### src/cev_pkg.sv
package cev_pkg;

  localparam logic [31:0] CEV_CTRL_OFF = 32'h0000_0000;
  localparam logic [31:0] CEV_OPT_OFF = 32'h0000_0004;

  localparam int CEV_EN_BIT = 7;
  localparam int CEV_REF_BIT = 6;
  localparam int CEV_FLAG_BIT = 5;
  localparam int CEV_IE_BIT = 4;
  localparam int CEV_LVL_BIT = 3;
  localparam int CEV_OPE_BIT = 2;
  localparam int CEV_MODE_LSB = 0;
  localparam int CEV_ROUTE_BIT = 0;
  localparam int CEV_STRB_LANE = 0;

  localparam logic [7:0] CEV_CTRL_RST = 8'h00;
  localparam logic CEV_ROUTE_RST = 1'b0;

  localparam logic [1:0] CEV_RESP_OKAY = 2'h0;
  localparam logic [1:0] CEV_RESP_SLVERR = 2'h2;

  // Ordinals match the edge mode field encodings
  typedef enum logic [1:0] {
    CEV_FALL_A,
    CEV_RISE,
    CEV_FALL_B,
    CEV_BOTH
  } cev_mode_t;

  // Layout follows the status/control register, bit 7 first
  typedef struct packed {
    logic en;
    logic ref_sel;
    logic flag;
    logic ie;
    logic lvl;
    logic ope;
    cev_mode_t mode;
  } cev_ctrl_t;

  typedef struct packed {
    logic awvalid;
    logic [31:0] awaddr;
    logic wvalid;
    logic [31:0] wdata;
    logic [3:0] wstrb;
    logic bready;
    logic arvalid;
    logic [31:0] araddr;
    logic rready;
  } cev_axi_req_t;

  typedef struct packed {
    logic awready;
    logic wready;
    logic bvalid;
    logic [1:0] bresp;
    logic arready;
    logic rvalid;
    logic [31:0] rdata;
    logic [1:0] rresp;
  } cev_axi_resp_t;

  typedef struct packed {
    logic en;
    logic [31:0] addr;
    logic [31:0] data;
    logic [3:0] strb;
  } cev_wr_t;

endpackage

### src/cev_sync.sv
module cev_sync
  import cev_pkg::*;
(
  input wire logic clk,
  input wire logic nrst,
  input wire logic din,
  output logic level,
  output logic rise,
  output logic fall
);
  logic s1;
  logic s2;
  logic s3;

  always_ff @(posedge clk or negedge nrst)
  begin
    if (!nrst)
    begin
      s1 <= 1'b0;
      s2 <= 1'b0;
      s3 <= 1'b0;
    end
    else
    begin
      s1 <= din;
      s2 <= s1;
      s3 <= s2;
    end
  end

  assign level = s2;
  assign rise = s2 && !s3;
  assign fall = !s2 && s3;
endmodule

### src/cev_axil.sv
module cev_axil
  import cev_pkg::*;
(
  input wire logic clk,
  input wire logic nrst,
  input cev_axi_req_t req,
  output cev_axi_resp_t resp,
  output cev_wr_t wr,
  input wire logic [31:0] rd_word
);
  logic aw_rdy, next_aw_rdy, w_rdy, next_w_rdy, ar_rdy, next_ar_rdy;
  logic bvalid, next_bvalid, rvalid, next_rvalid;
  logic [1:0] bresp, next_bresp, rresp, next_rresp;
  logic [31:0] awaddr, next_awaddr, wdata, next_wdata, rdata, next_rdata;
  logic [3:0] wstrb, next_wstrb;
  logic do_wr;

  function automatic logic mapped(input logic [31:0] a);
    mapped = (a == CEV_CTRL_OFF) || (a == CEV_OPT_OFF);
  endfunction

  // Write only once both halves are held and no response is pending
  assign do_wr = !aw_rdy && !w_rdy && !bvalid;

  always_comb
  begin
    next_aw_rdy = aw_rdy;
    next_w_rdy = w_rdy;
    next_ar_rdy = ar_rdy;
    next_bvalid = bvalid;
    next_rvalid = rvalid;
    next_bresp = bresp;
    next_rresp = rresp;
    next_awaddr = awaddr;
    next_wdata = wdata;
    next_wstrb = wstrb;
    next_rdata = rdata;
    if (aw_rdy && req.awvalid)
    begin
      next_aw_rdy = 1'b0;
      next_awaddr = req.awaddr;
    end
    if (w_rdy && req.wvalid)
    begin
      next_w_rdy = 1'b0;
      next_wdata = req.wdata;
      next_wstrb = req.wstrb;
    end
    if (do_wr)
    begin
      next_aw_rdy = 1'b1;
      next_w_rdy = 1'b1;
      next_bvalid = 1'b1;
      next_bresp = mapped(awaddr) ? CEV_RESP_OKAY : CEV_RESP_SLVERR;
    end
    if (bvalid && req.bready)
      next_bvalid = 1'b0;
    if (ar_rdy && req.arvalid)
    begin
      next_ar_rdy = 1'b0;
      next_rvalid = 1'b1;
      next_rdata = rd_word;
      next_rresp = mapped(req.araddr) ? CEV_RESP_OKAY : CEV_RESP_SLVERR;
    end
    if (rvalid && req.rready)
    begin
      next_rvalid = 1'b0;
      next_ar_rdy = 1'b1;
    end
  end

  always_ff @(posedge clk or negedge nrst)
  begin
    if (!nrst)
    begin
      aw_rdy <= 1'b1;
      w_rdy <= 1'b1;
      ar_rdy <= 1'b1;
      bvalid <= 1'b0;
      rvalid <= 1'b0;
      bresp <= CEV_RESP_OKAY;
      rresp <= CEV_RESP_OKAY;
      awaddr <= 32'h0000_0000;
      wdata <= 32'h0000_0000;
      wstrb <= 4'h0;
      rdata <= 32'h0000_0000;
    end
    else
    begin
      aw_rdy <= next_aw_rdy;
      w_rdy <= next_w_rdy;
      ar_rdy <= next_ar_rdy;
      bvalid <= next_bvalid;
      rvalid <= next_rvalid;
      bresp <= next_bresp;
      rresp <= next_rresp;
      awaddr <= next_awaddr;
      wdata <= next_wdata;
      wstrb <= next_wstrb;
      rdata <= next_rdata;
    end
  end

  assign wr = '{en: do_wr && mapped(awaddr), addr: awaddr, data: wdata, strb: wstrb};
  assign resp = '{awready: aw_rdy, wready: w_rdy, bvalid: bvalid, bresp: bresp,
                  arready: ar_rdy, rvalid: rvalid, rdata: rdata, rresp: rresp};
endmodule

### src/cev_top.sv
// Function
// - Control bit 7 enables the whole comparator block.
// - Bit 6 picks positive pin (0) or internal reference (1) as plus input.
// - Selected compare event on the output sets the flag at bit 5.
// - Writing one clears the flag; writing zero leaves it.
// - With bit 4 set, interrupt request stands while the flag is set.
// - Bit 3 reads live comparator output; zero while disabled and after reset.
// - Bit 2 drives comparator output onto the output pin.
// - Mode 00/10 falling, 01 rising, 11 either edge.
// - Capture route feeds timer channel 0 and hides its pin.
// - Enabled comparator keeps running in wait and can wake the processor.
// - Light stop: keeps comparing, driving pin, flagging and waking.
// - Reset leaving stop restores block and register to reset state.
// - Deep stop powers the block down; it wakes in reset state.
// - Background debug halt leaves the comparator fully working.
// - Minus input always comes from the negative input pin.
// - Output is high when plus input exceeds minus input, else low.
//
// Chosen here: the register offsets and the AXI4-Lite interface to the registers.
module cev_top
  import cev_pkg::*;
(
  input wire logic clk,
  input wire logic nrst,
  input cev_axi_req_t axi_req,
  output cev_axi_resp_t axi_resp,
  input wire logic cmp_raw,
  input wire logic timer_pin_in,
  input wire logic wait_mode,
  input wire logic stop_light,
  input wire logic stop_deep,
  output logic analog_enable,
  output logic noninv_sel_ref,
  output logic cmp_out_pin,
  output logic cmp_out_pin_oe_n,
  output logic timer_capture_ch0_in,
  output logic timer_pin_disable,
  output logic irq,
  output logic wake_req
);
  cev_wr_t wr;
  cev_ctrl_t ctrl;
  cev_ctrl_t next_ctrl;
  logic route;
  logic next_route;
  logic sync_lvl;
  logic rise;
  logic fall;
  logic evt;
  logic [31:0] rd_word;
  logic next_analog_enable;
  logic next_noninv_sel_ref;
  logic next_cmp_out_pin;
  logic next_cmp_out_pin_oe_n;
  logic next_timer_capture_ch0_in;
  logic next_timer_pin_disable;
  logic next_irq;
  logic next_wake_req;
  logic ctrl_wr;
  logic opt_wr;

  cev_axil u_axil (
    .clk(clk),
    .nrst(nrst),
    .req(axi_req),
    .resp(axi_resp),
    .wr(wr),
    .rd_word(rd_word)
  );

  // The raw output is high when plus exceeds minus; it is asynchronous
  cev_sync u_sync (
    .clk(clk),
    .nrst(nrst),
    .din(cmp_raw),
    .level(sync_lvl),
    .rise(rise),
    .fall(fall)
  );

  assign ctrl_wr = wr.en && wr.strb[CEV_STRB_LANE] && (wr.addr == CEV_CTRL_OFF);
  assign opt_wr = wr.en && wr.strb[CEV_STRB_LANE] && (wr.addr == CEV_OPT_OFF);

  // Edges come from synchronised samples, one pulse per transition
  always_comb
  begin
    case (ctrl.mode)
      CEV_RISE: evt = rise;
      CEV_BOTH: evt = rise || fall;
      CEV_FALL_A: evt = fall;
      default: evt = fall;
    endcase
    evt = evt && ctrl.en;
  end

  // No gating on wait, light stop or debug halt
  always_comb
  begin
    next_ctrl = ctrl;
    next_route = route;
    if (ctrl_wr)
    begin
      next_ctrl = cev_ctrl_t'(wr.data[7:0]);
      next_ctrl.flag = ctrl.flag && !wr.data[CEV_FLAG_BIT];
    end
    if (opt_wr)
      next_route = wr.data[CEV_ROUTE_BIT];
    // Set beats a clear landing in the same cycle
    if (evt)
      next_ctrl.flag = 1'b1;
    next_ctrl.lvl = next_ctrl.en && sync_lvl;
    // Powered down: contents lost, so wake-up finds reset values
    if (stop_deep)
    begin
      next_ctrl = cev_ctrl_t'(CEV_CTRL_RST);
      next_route = CEV_ROUTE_RST;
    end
  end

  always_ff @(posedge clk or negedge nrst)
  begin
    if (!nrst)
    begin
      ctrl <= cev_ctrl_t'(CEV_CTRL_RST);
      route <= CEV_ROUTE_RST;
    end
    else
    begin
      ctrl <= next_ctrl;
      route <= next_route;
    end
  end

  always_comb
  begin
    case (axi_req.araddr)
      CEV_CTRL_OFF: rd_word = {24'h00_0000, ctrl};
      CEV_OPT_OFF: rd_word = {31'h0000_0000, route};
      default: rd_word = 32'h0000_0000;
    endcase
  end

  // Outputs follow the next register value so pins match reads
  always_comb
  begin
    next_analog_enable = next_ctrl.en;
    next_noninv_sel_ref = next_ctrl.ref_sel;
    next_cmp_out_pin = next_ctrl.ope && next_ctrl.lvl;
    next_cmp_out_pin_oe_n = !next_ctrl.ope;
    next_timer_pin_disable = next_route;
    next_timer_capture_ch0_in = next_route ? next_ctrl.lvl : timer_pin_in;
    next_irq = next_ctrl.ie && next_ctrl.flag;
    next_wake_req = next_irq && (wait_mode || stop_light);
  end

  always_ff @(posedge clk or negedge nrst)
  begin
    if (!nrst)
    begin
      analog_enable <= 1'b0;
      noninv_sel_ref <= 1'b0;
      cmp_out_pin <= 1'b0;
      cmp_out_pin_oe_n <= 1'b1;
      timer_capture_ch0_in <= 1'b0;
      timer_pin_disable <= 1'b0;
      irq <= 1'b0;
      wake_req <= 1'b0;
    end
    else
    begin
      analog_enable <= next_analog_enable;
      noninv_sel_ref <= next_noninv_sel_ref;
      cmp_out_pin <= next_cmp_out_pin;
      cmp_out_pin_oe_n <= next_cmp_out_pin_oe_n;
      timer_capture_ch0_in <= next_timer_capture_ch0_in;
      timer_pin_disable <= next_timer_pin_disable;
      irq <= next_irq;
      wake_req <= next_wake_req;
    end
  end
endmodule

### config.mk
export PLATFORM = sky130hd
export DESIGN_NAME = cev_top
export DESIGN_NICKNAME = d
export VERILOG_FILES = /design/src/cev_pkg.sv /design/src/cev_sync.sv /design/src/cev_axil.sv /design/src/cev_top.sv
export SDC_FILE = /design/constraint.sdc
export NUM_CORES = 1
export LEC_CHECK = 0
export BUFFER_PORTS_ARGS = -buffer_cell sky130_fd_sc_hd__clkbuf_2
export CORE_MARGIN = 5
export CORE_UTILIZATION = 41
export CTS_BUF_LIST = sky130_fd_sc_hd__clkbuf_8 sky130_fd_sc_hd__clkbuf_16
export CTS_CLUSTER_DIAMETER = 50
export DETAILED_ROUTE_END_ITERATION = 12
export PLACE_DENSITY = 0.77
export RECOVER_POWER = 25
export SETUP_SLACK_MARGIN = 0.2
export SLEW_MARGIN = 20
export SYNTH_ARGS = -nofsm -noshare
export SYNTH_HDL_FRONTEND = slang
export SYNTH_SLANG_ARGS = --single-unit
### constraint.sdc
create_clock -name clk -period 2.02 [get_ports clk]
set_input_delay 0.202 -clock clk [delete_from_list [all_inputs] [get_ports clk]]
set_output_delay 0.202 -clock clk [all_outputs]
set_load 0.01 [all_outputs]
==> run metrics, run 1 <==
synth warn 0; Arr. time, crit path roughly 2.3 ns; Lkg Pwr roughly 2 nW; Routed wire per std cell around 15 um; largest net degree at the start of global routing 33; HPWL after DPL about 5.6 mm; row count 32; largest family of logic cells by synthesized area multiplexers; worst slew pin tran about 1.3 ns; Clock transition at path regs ~0.07 ns; complex-gate fraction of the synthesized area ~4.8%; startpoint types flip-flop; vias in the first global route ~2500; core box area 7647 um2; crit end category flip-flop; clk_lat worst skew between 0.3 and 0.4 ns; Max VDD drop around 750 uV; Setup TNS 0 ns; mapped cell area between 3000 and 4000 um2; mux share of post-synthesis cell area between 10% and 20%; root buf cell clkbuf_8; first-pass GRT wire length around 11 mm; Hold WC Path Type in -> reg; Post-synth EDFFs 0; die area about 9600 um2; final worst-path cycle share a little over nine tenths; Async SR Flop Fraction 100.0%; TritonCTS clock tree built; residual DRC count 0; Port-buffer cells 106; P&R area growth vs syn 28.49%; initial DRC count 43; IO Count 161; slew margin rel. approximately 14%; Initial DRT Pass Iterations 4; routed wire length around 6.9 mm; syn avg cell area approximately 13 um2; initial antenna violation count 0; Pins Over Slew Limit 0; endpoints failing hold 0; RR Startpoint u_axil.awaddr[27]$_DFFE_PN0P_; Synth Register Bits 72; Setup Skew ~0.0081 ns; Starting Density between 40% and 50%; maximum clock frequency about 0.5 GHz; CTS Buffer Depth 2; Synth Area in Adders less than 1%; WP data required 2.30 ns; Crit Path Class reg -> reg; Post-Route Utilization a little over half; TritonCTS buffer count 9; P per Cell Area ~1100 nW/um2; worst hold stages 2; setup repair after global routing missed its margin yes; CTS HTree Levels 3; Routability Congestion slightly below 1; outcome finished, final reports clean; end of the worst hold path u_axil.w_rdy$_DFFE_PN1P_; clock sinks between 70 and 80; register area share after synthesis a little under three fifths; # setup viols final 0; fin crit period between 1.5 and 2 ns; R2R setup slack between 0.04 and 0.05 ns; Max Cap Violations 0; crit-path max FO 5; vias roughly 2300; Post-synth top flop dfrtp_1; XOR/XNOR Fraction of Synth Area 0%; share of layout cells above drive strength 1 between 50 and 60%; post-DR vias/cell around 4.8; Syn Inst Count 243; GRT overflow 0; synth unique cells 31; All-Layer GR Usage 14.75%; chip width about 98 um; Die Y 97.94 um; diode count 0; Simple-Gate Fraction of Synth Area a little under an eighth; # nets final about 480; hold_sp axi_req[71]; post-route ant nets 0; Worst R2R Path Depth 5; Reg-to-Reg End timer_capture_ch0_in$_DFF_PN0_
==> where the power goes <==
part / switching, mW / leakage (nW) / internal [mW]
sequential: 0.367 / 0.886 / 1.93
clock: 0.517 / 0.101 / 0.633
combinational: 0.431 / 0.985 / 0.603
==> metrics by stage <==
step / cell area, um2 / power, mW / setup WS [ns] / std cells / hold WS, ns
after floorplan: 3283 / 3.035 / 0.1822 / 268 / -0.09359
after global placement: 3797 / 3.259 / 0.01594 / 451 / 0.2130
after detailed placement: 3797 / 3.337 / -0.05028 / 451 / 0.2223
after CTS: 4065 / 4.536 / 0.03622 / 470 / 0.01092
after global routing: 4074 / 4.765 / -0.05803 / 470 / 0.009008
final: 4074 / 4.477 / 0.04073 / 470 / 0.03084
==> registers in the layout, summed over array words and instances (netlist names), 6 cells and up <==
signal	cells
ctrl	6
u_axil.awaddr	32
u_axil.rdata	8
u_axil.wdata	7
==> cells in the mapped netlist (3+ instances only) <==
| master | count | area share [%] |
|---|---|---|
| buf_1 | 3 | 0.36 |
| a22o_1 | 8 | 2.2 |
| buf_4 | 31 | 7.3 |
| dfrtp_1 | 68 | 54 |
| mux2i_1 | 7 | 2.2 |
| o21ai_0 | 6 | 0.95 |
| nor3_1 | 4 | 0.63 |
| dfstp_2 | 4 | 3.3 |
| nor2b_1 | 3 | 0.59 |
| nand2_1 | 8 | 0.95 |
| nor4_2 | 3 | 1.2 |
| mux2_2 | 42 | 15 |
| nand2b_1 | 4 | 0.79 |
| nor4_1 | 10 | 2.0 |
| nor2_1 | 7 | 0.83 |
| a21oi_1 | 5 | 0.79 |
| nand3_1 | 4 | 0.63 |
| inv_1 | 7 | 0.83 |
==> cell type report <==
class	count	area (um2)
clock buffers	11	151.4
clock inverters	5	55.05
fillers	673	3573
inverters	7	26.28
multi-input cells	153	1249
flip-flops and latches	72	1807
well taps	102	127.6
repair buffers	120	658.1
==> timing repair <==
item	4_1_cts	5_1_grt
hold endpoints to repair	21	0
endpoints found under the setup margin	12	13
pin swaps	5	1
gates cloned	0	0
resized for setup	6	2
setup buffers	1	0
hold buffers	2	0
==> worst max-delay path, cell delays in order, from the launching register on <==
cell	delay, ns
dfrtp_1	0.40
nor4_2	0.33
nand4_2	0.25
or4_1	0.56
a21oi_1	0.21
mux2_2	0.17
==> cells in the final DEF (no fill, tap or decap), types with 3 or more instances in the layout <==
master	synthesis	layout
dfrtp_1	68	68
nand2b_1	4	4
clkbuf_8	0	11
nor4_1	10	7
mux2_2	42	42
a22o_1	8	8
nor2b_1	3	3
nor4_4	2	3
nor2_1	7	7
inv_1	7	7
buf_4	31	8
dfstp_2	4	3
clkbuf_2	0	106
nor4_2	3	5
conb_1	1	26
nand3_1	4	4
mux2i_1	7	6
a21oi_1	5	4
o21ai_0	6	6
nand2_1	8	8
==> logic make-up (layout without fill, tap and decap cells) <==
| family | after synthesis | after routing |
|---|---|---|
| and+or+nand+nor | 54 | 54 |
| buffers and inverters | 43 | 143 |
| muxes | 49 | 49 |
| adders and majority gates | 2 | 2 |
| DFF | 72 | 72 |
| other | 1 | 26 |
| AOI/OAI and AO/OA | 22 | 22 |
==> layer usage <==
| metal | GRT usage [%] | part of all wire (%) | vias to the layer above |
|---|---|---|---|
| li1 | - | - | 1046 |
| met1 | 15.29 | 36 | 1070 |
| met2 | 25.60 | 49 | 124 |
| met3 | 8.500 | 13 | 11 |
| met4 | 3.834 | 1.6 | 0 |
| met5 | 0 | 0 | - |
==> worst max-delay path by stage <==
stage / startpoint / to / slack [ns] / depth (start not counted)
after global placement: u_axil.awaddr[22]$_DFFE_PN0P_ / timer_capture_ch0_in$_DFF_PN0_ / 0.02 / 5
after CTS: u_axil.awaddr[13]$_DFFE_PN0P_ / timer_capture_ch0_in$_DFF_PN0_ / 0.04 / 5
after global routing: u_axil.awaddr[5]$_DFFE_PN0P_ / cmp_out_pin_oe_n$_DFF_PN1_ / -0.06 / 7
after detailed placement: u_axil.awaddr[17]$_DFFE_PN0P_ / timer_capture_ch0_in$_DFF_PN0_ / -0.05 / 5
final: u_axil.awaddr[27]$_DFFE_PN0P_ / timer_capture_ch0_in$_DFF_PN0_ / 0.04 / 5
after floorplan: u_axil.awaddr[31]$_DFFE_PN0P_ / irq$_DFF_PN0_ / 0.18 / 5
Power figures use the tool's default switching activity.
==> inputs of run 2 (changes only) <==
--- a/config.mk
+++ b/config.mk
@@ -5,7 +5,8 @@
 export SDC_FILE = /design/constraint.sdc
 export NUM_CORES = 1
 export LEC_CHECK = 0
-export BUFFER_PORTS_ARGS = -buffer_cell sky130_fd_sc_hd__clkbuf_2
+export BUFFER_PORTS_ARGS = -buffer_cell sky130_fd_sc_hd__buf_2
+export CAP_MARGIN = 20
 export CORE_MARGIN = 5
 export CORE_UTILIZATION = 41
 export CTS_BUF_LIST = sky130_fd_sc_hd__clkbuf_8 sky130_fd_sc_hd__clkbuf_16
==> run 2 against run 1 <==
Design area up 2.0%. Combinational power up 4%. Largest cell class unchanged. Critical path depth up 2. Register-to-register slack about the same. Clock skew down 0.0010 ns. Critical path type unchanged. Highest routed layer is now met5. Critical endpoint is now cmp_out_pin_oe_n$_DFF_PN1_. Sequential cell count unchanged. First-iteration DRC count up 67%.
==> run metrics, run 2 (synthesized netlist as in run 1, its figures left out) <==
outcome finished, final reports clean; Lkg Pwr 2.000 nW (+1.4%); die area 9591 um2 (unchanged); diode count 0 (unchanged); slowest CP cell dfrtp_1; Largest register FFs 32 (unchanged); register with the most flip-flops u_axil.awaddr; worst hold slack 0.06029 ns (+0.02945 ns); residual DRC count 0 (unchanged); Max VDD drop 678.2 uV (-9.9%); initial DRC count 72 (+67%); critical path cell sequence nor4_2, nand4_4, buf_6, nor4_4, buf_4, mux2i_2, or2_1; post-route ant nets 0 (unchanged); Max Cap Violations 0 (unchanged); # nets final 479 (+0.42%); setup repair after global routing missed its margin yes; maximum clock frequency 0.5029 GHz (-0.46%); Area after DPL 3790 um2 (-0.20%); final worst-path cycle share 98.43% (+0.45 points); CTS HTree Levels 3 (unchanged); Starting Density 41.46% (unchanged); share of layout cells above drive strength 1 53.51% (+0.80 points); root buf cell clkbuf_8; slew margin rel. 36.59% (+23 points); largest net degree at the start of global routing 73 (+120%); IO Count 161 (unchanged); endpoints failing hold 0 (unchanged); startpoint types flip-flop; # setup viols final 0 (unchanged); first-pass GRT wire length 11.37 mm (+0.31%); All-Layer GR Usage 14.76% (about the same); Routed wire per std cell 15.13 um (+2.3%); Pins Over Slew Limit 0 (unchanged); GRT overflow 0 (unchanged); chip width 97.94 um (unchanged); crit end category flip-flop; WP data required 2.31 ns (about the same); most common cell after layout, fill and taps aside buf_2; Largest regs u_axil.awaddr x32, u_axil.rdata x8, u_axil.wdata x7; clk_lat worst skew 0.34 ns (about the same); Arr. time, crit path 2.28 ns (+0.02 ns); vias 2277 (+1.2%); most frequent cells in the layout buf_2 (106), dfrtp_1 (68), mux2_2 (42); fillers 690 (+2.5%); initial antenna violation count 1 (+1); Hold WC Path Type in -> reg; row count 32 (unchanged); crit-path max FO 5 (unchanged); multi-input logic area 1303 um2 (+4.3%); Crit Path Class reg -> reg; crit-path max cell delay 0.39 ns (-0.17 ns); routed wire length 7.139 mm (+2.8%); TritonCTS buffer count 9 (unchanged); worst slew pin tran 0.9512 ns (-0.3448 ns); CTS Buffer Depth 2 (unchanged); Clock transition at path regs 0.07 ns (about the same); post-DR vias/cell 4.824 (+0.73%); core box area 7647 um2 (unchanged); Finished Cell Area 4156 um2 (+2.0%); clock sinks 72 (unchanged); P&R area growth vs syn 31.10%; Setup Skew 0.007028 ns (-0.001024 ns); Initial DRT Pass Iterations 4 (unchanged); P per Cell Area 1115 nW/um2 (+1.5%); Port-buffer cells 106 (unchanged); TritonCTS clock tree built; HPWL after DPL 5.443 mm (-3.5%); vias in the first global route 2448 (-1.4%); fin crit period 1.988 ns (+0.009086 ns); Routability Congestion 0.9629 (-2.5%); Die Y 97.94 um (unchanged); Seq. cell area 1807 um2 (unchanged)
-- run 2: cell count changes in the layout (fill, tap and decap cells not counted), moves of 4 or more --
cell      previous run  this run
buf_2                0       106
clkbuf_2           106         0
nor4_2               5         1
nor4_4               3         7
-- run 2: through the flow --
step | setup TNS, ns | worst slack [ns] | util [%] | cells | power, mW
floorplan | 0 | 0.1822 | - | 268 | 3.035
global placement | 0 | 0.02559 | 49.56 | 450 | 3.252
detailed placement | -0.09418 | -0.07203 | 49.56 | 450 | 3.329
CTS | 0 | 0.03170 | 53.80 | 471 | 4.642
global route | -0.8375 | -0.1252 | 54.35 | 472 | 4.910
finish | 0 | 0.03165 | 54.35 | 472 | 4.634
-- run 2: what timing repair did --
action,CTS,global route
pin swaps,7,6
resized for setup,9,9
endpoints found under the hold margin,71,0
buffers inserted,1,1
hold buffers,4,0
endpoints found under the setup margin,12,13
-- run 2: area by class of cell --
type	instances	share of cell area (%)
well taps	102	3.070
clock inverters	7	2.137
inverters	7	0.6321
multi-input cells	153	31.34
flip-flops and latches	72	43.47
repair buffers	122	16.38
clock buffers	9	2.980
-- run 2: final timing paths --
check,startpoint,end,slack (ns),cells past startpoint
min in group asynchronous,nrst,u_axil.awaddr[13]$_DFFE_PN0P_,0.64,3
min,axi_req[0],u_axil.rvalid$_DFFE_PN0P_,0.06,2
max reg2reg,u_axil.awaddr[22]$_DFFE_PN0P_,cmp_out_pin_oe_n$_DFF_PN1_,0.03,7
max in group asynchronous,nrst,timer_capture_ch0_in$_DFF_PN0_,0.76,3
max,u_axil.awaddr[22]$_DFFE_PN0P_,cmp_out_pin_oe_n$_DFF_PN1_,0.03,7
min reg2reg,u_sync.s1$_DFF_PN0_,u_sync.level$_DFF_PN0_,0.35,0
-- run 2: routing by layer --
| metal | global-route usage (%) | up-vias | routed length, um |
|---|---|---|---|
| met1 | 15.18 | 1092 | 2491 |
| met2 | 26.23 | 119 | 3635 |
| met5 | 0 | - | 20 |
| li1 | - | 1055 | - |
| met3 | 8.429 | 9 | 912 |
| met4 | 2.982 | 2 | 80 |
-- run 2: power by group --
group / switching (mW) / internal, mW / total, mW
sequential: 0.433 / 1.93 / 2.36
combinational: 0.443 / 0.625 / 1.07
clock: 0.517 / 0.686 / 1.20
total: 1.39 / 3.24 / 4.63
-- run 2: worst max-delay path: cells and delay by family, from the launching register on --
kind | cells | cell delay (ns)
buf+inv | 2 | 0.35
flops | 1 | 0.39
mux | 1 | 0.21
simple gates | 4 | 0.97
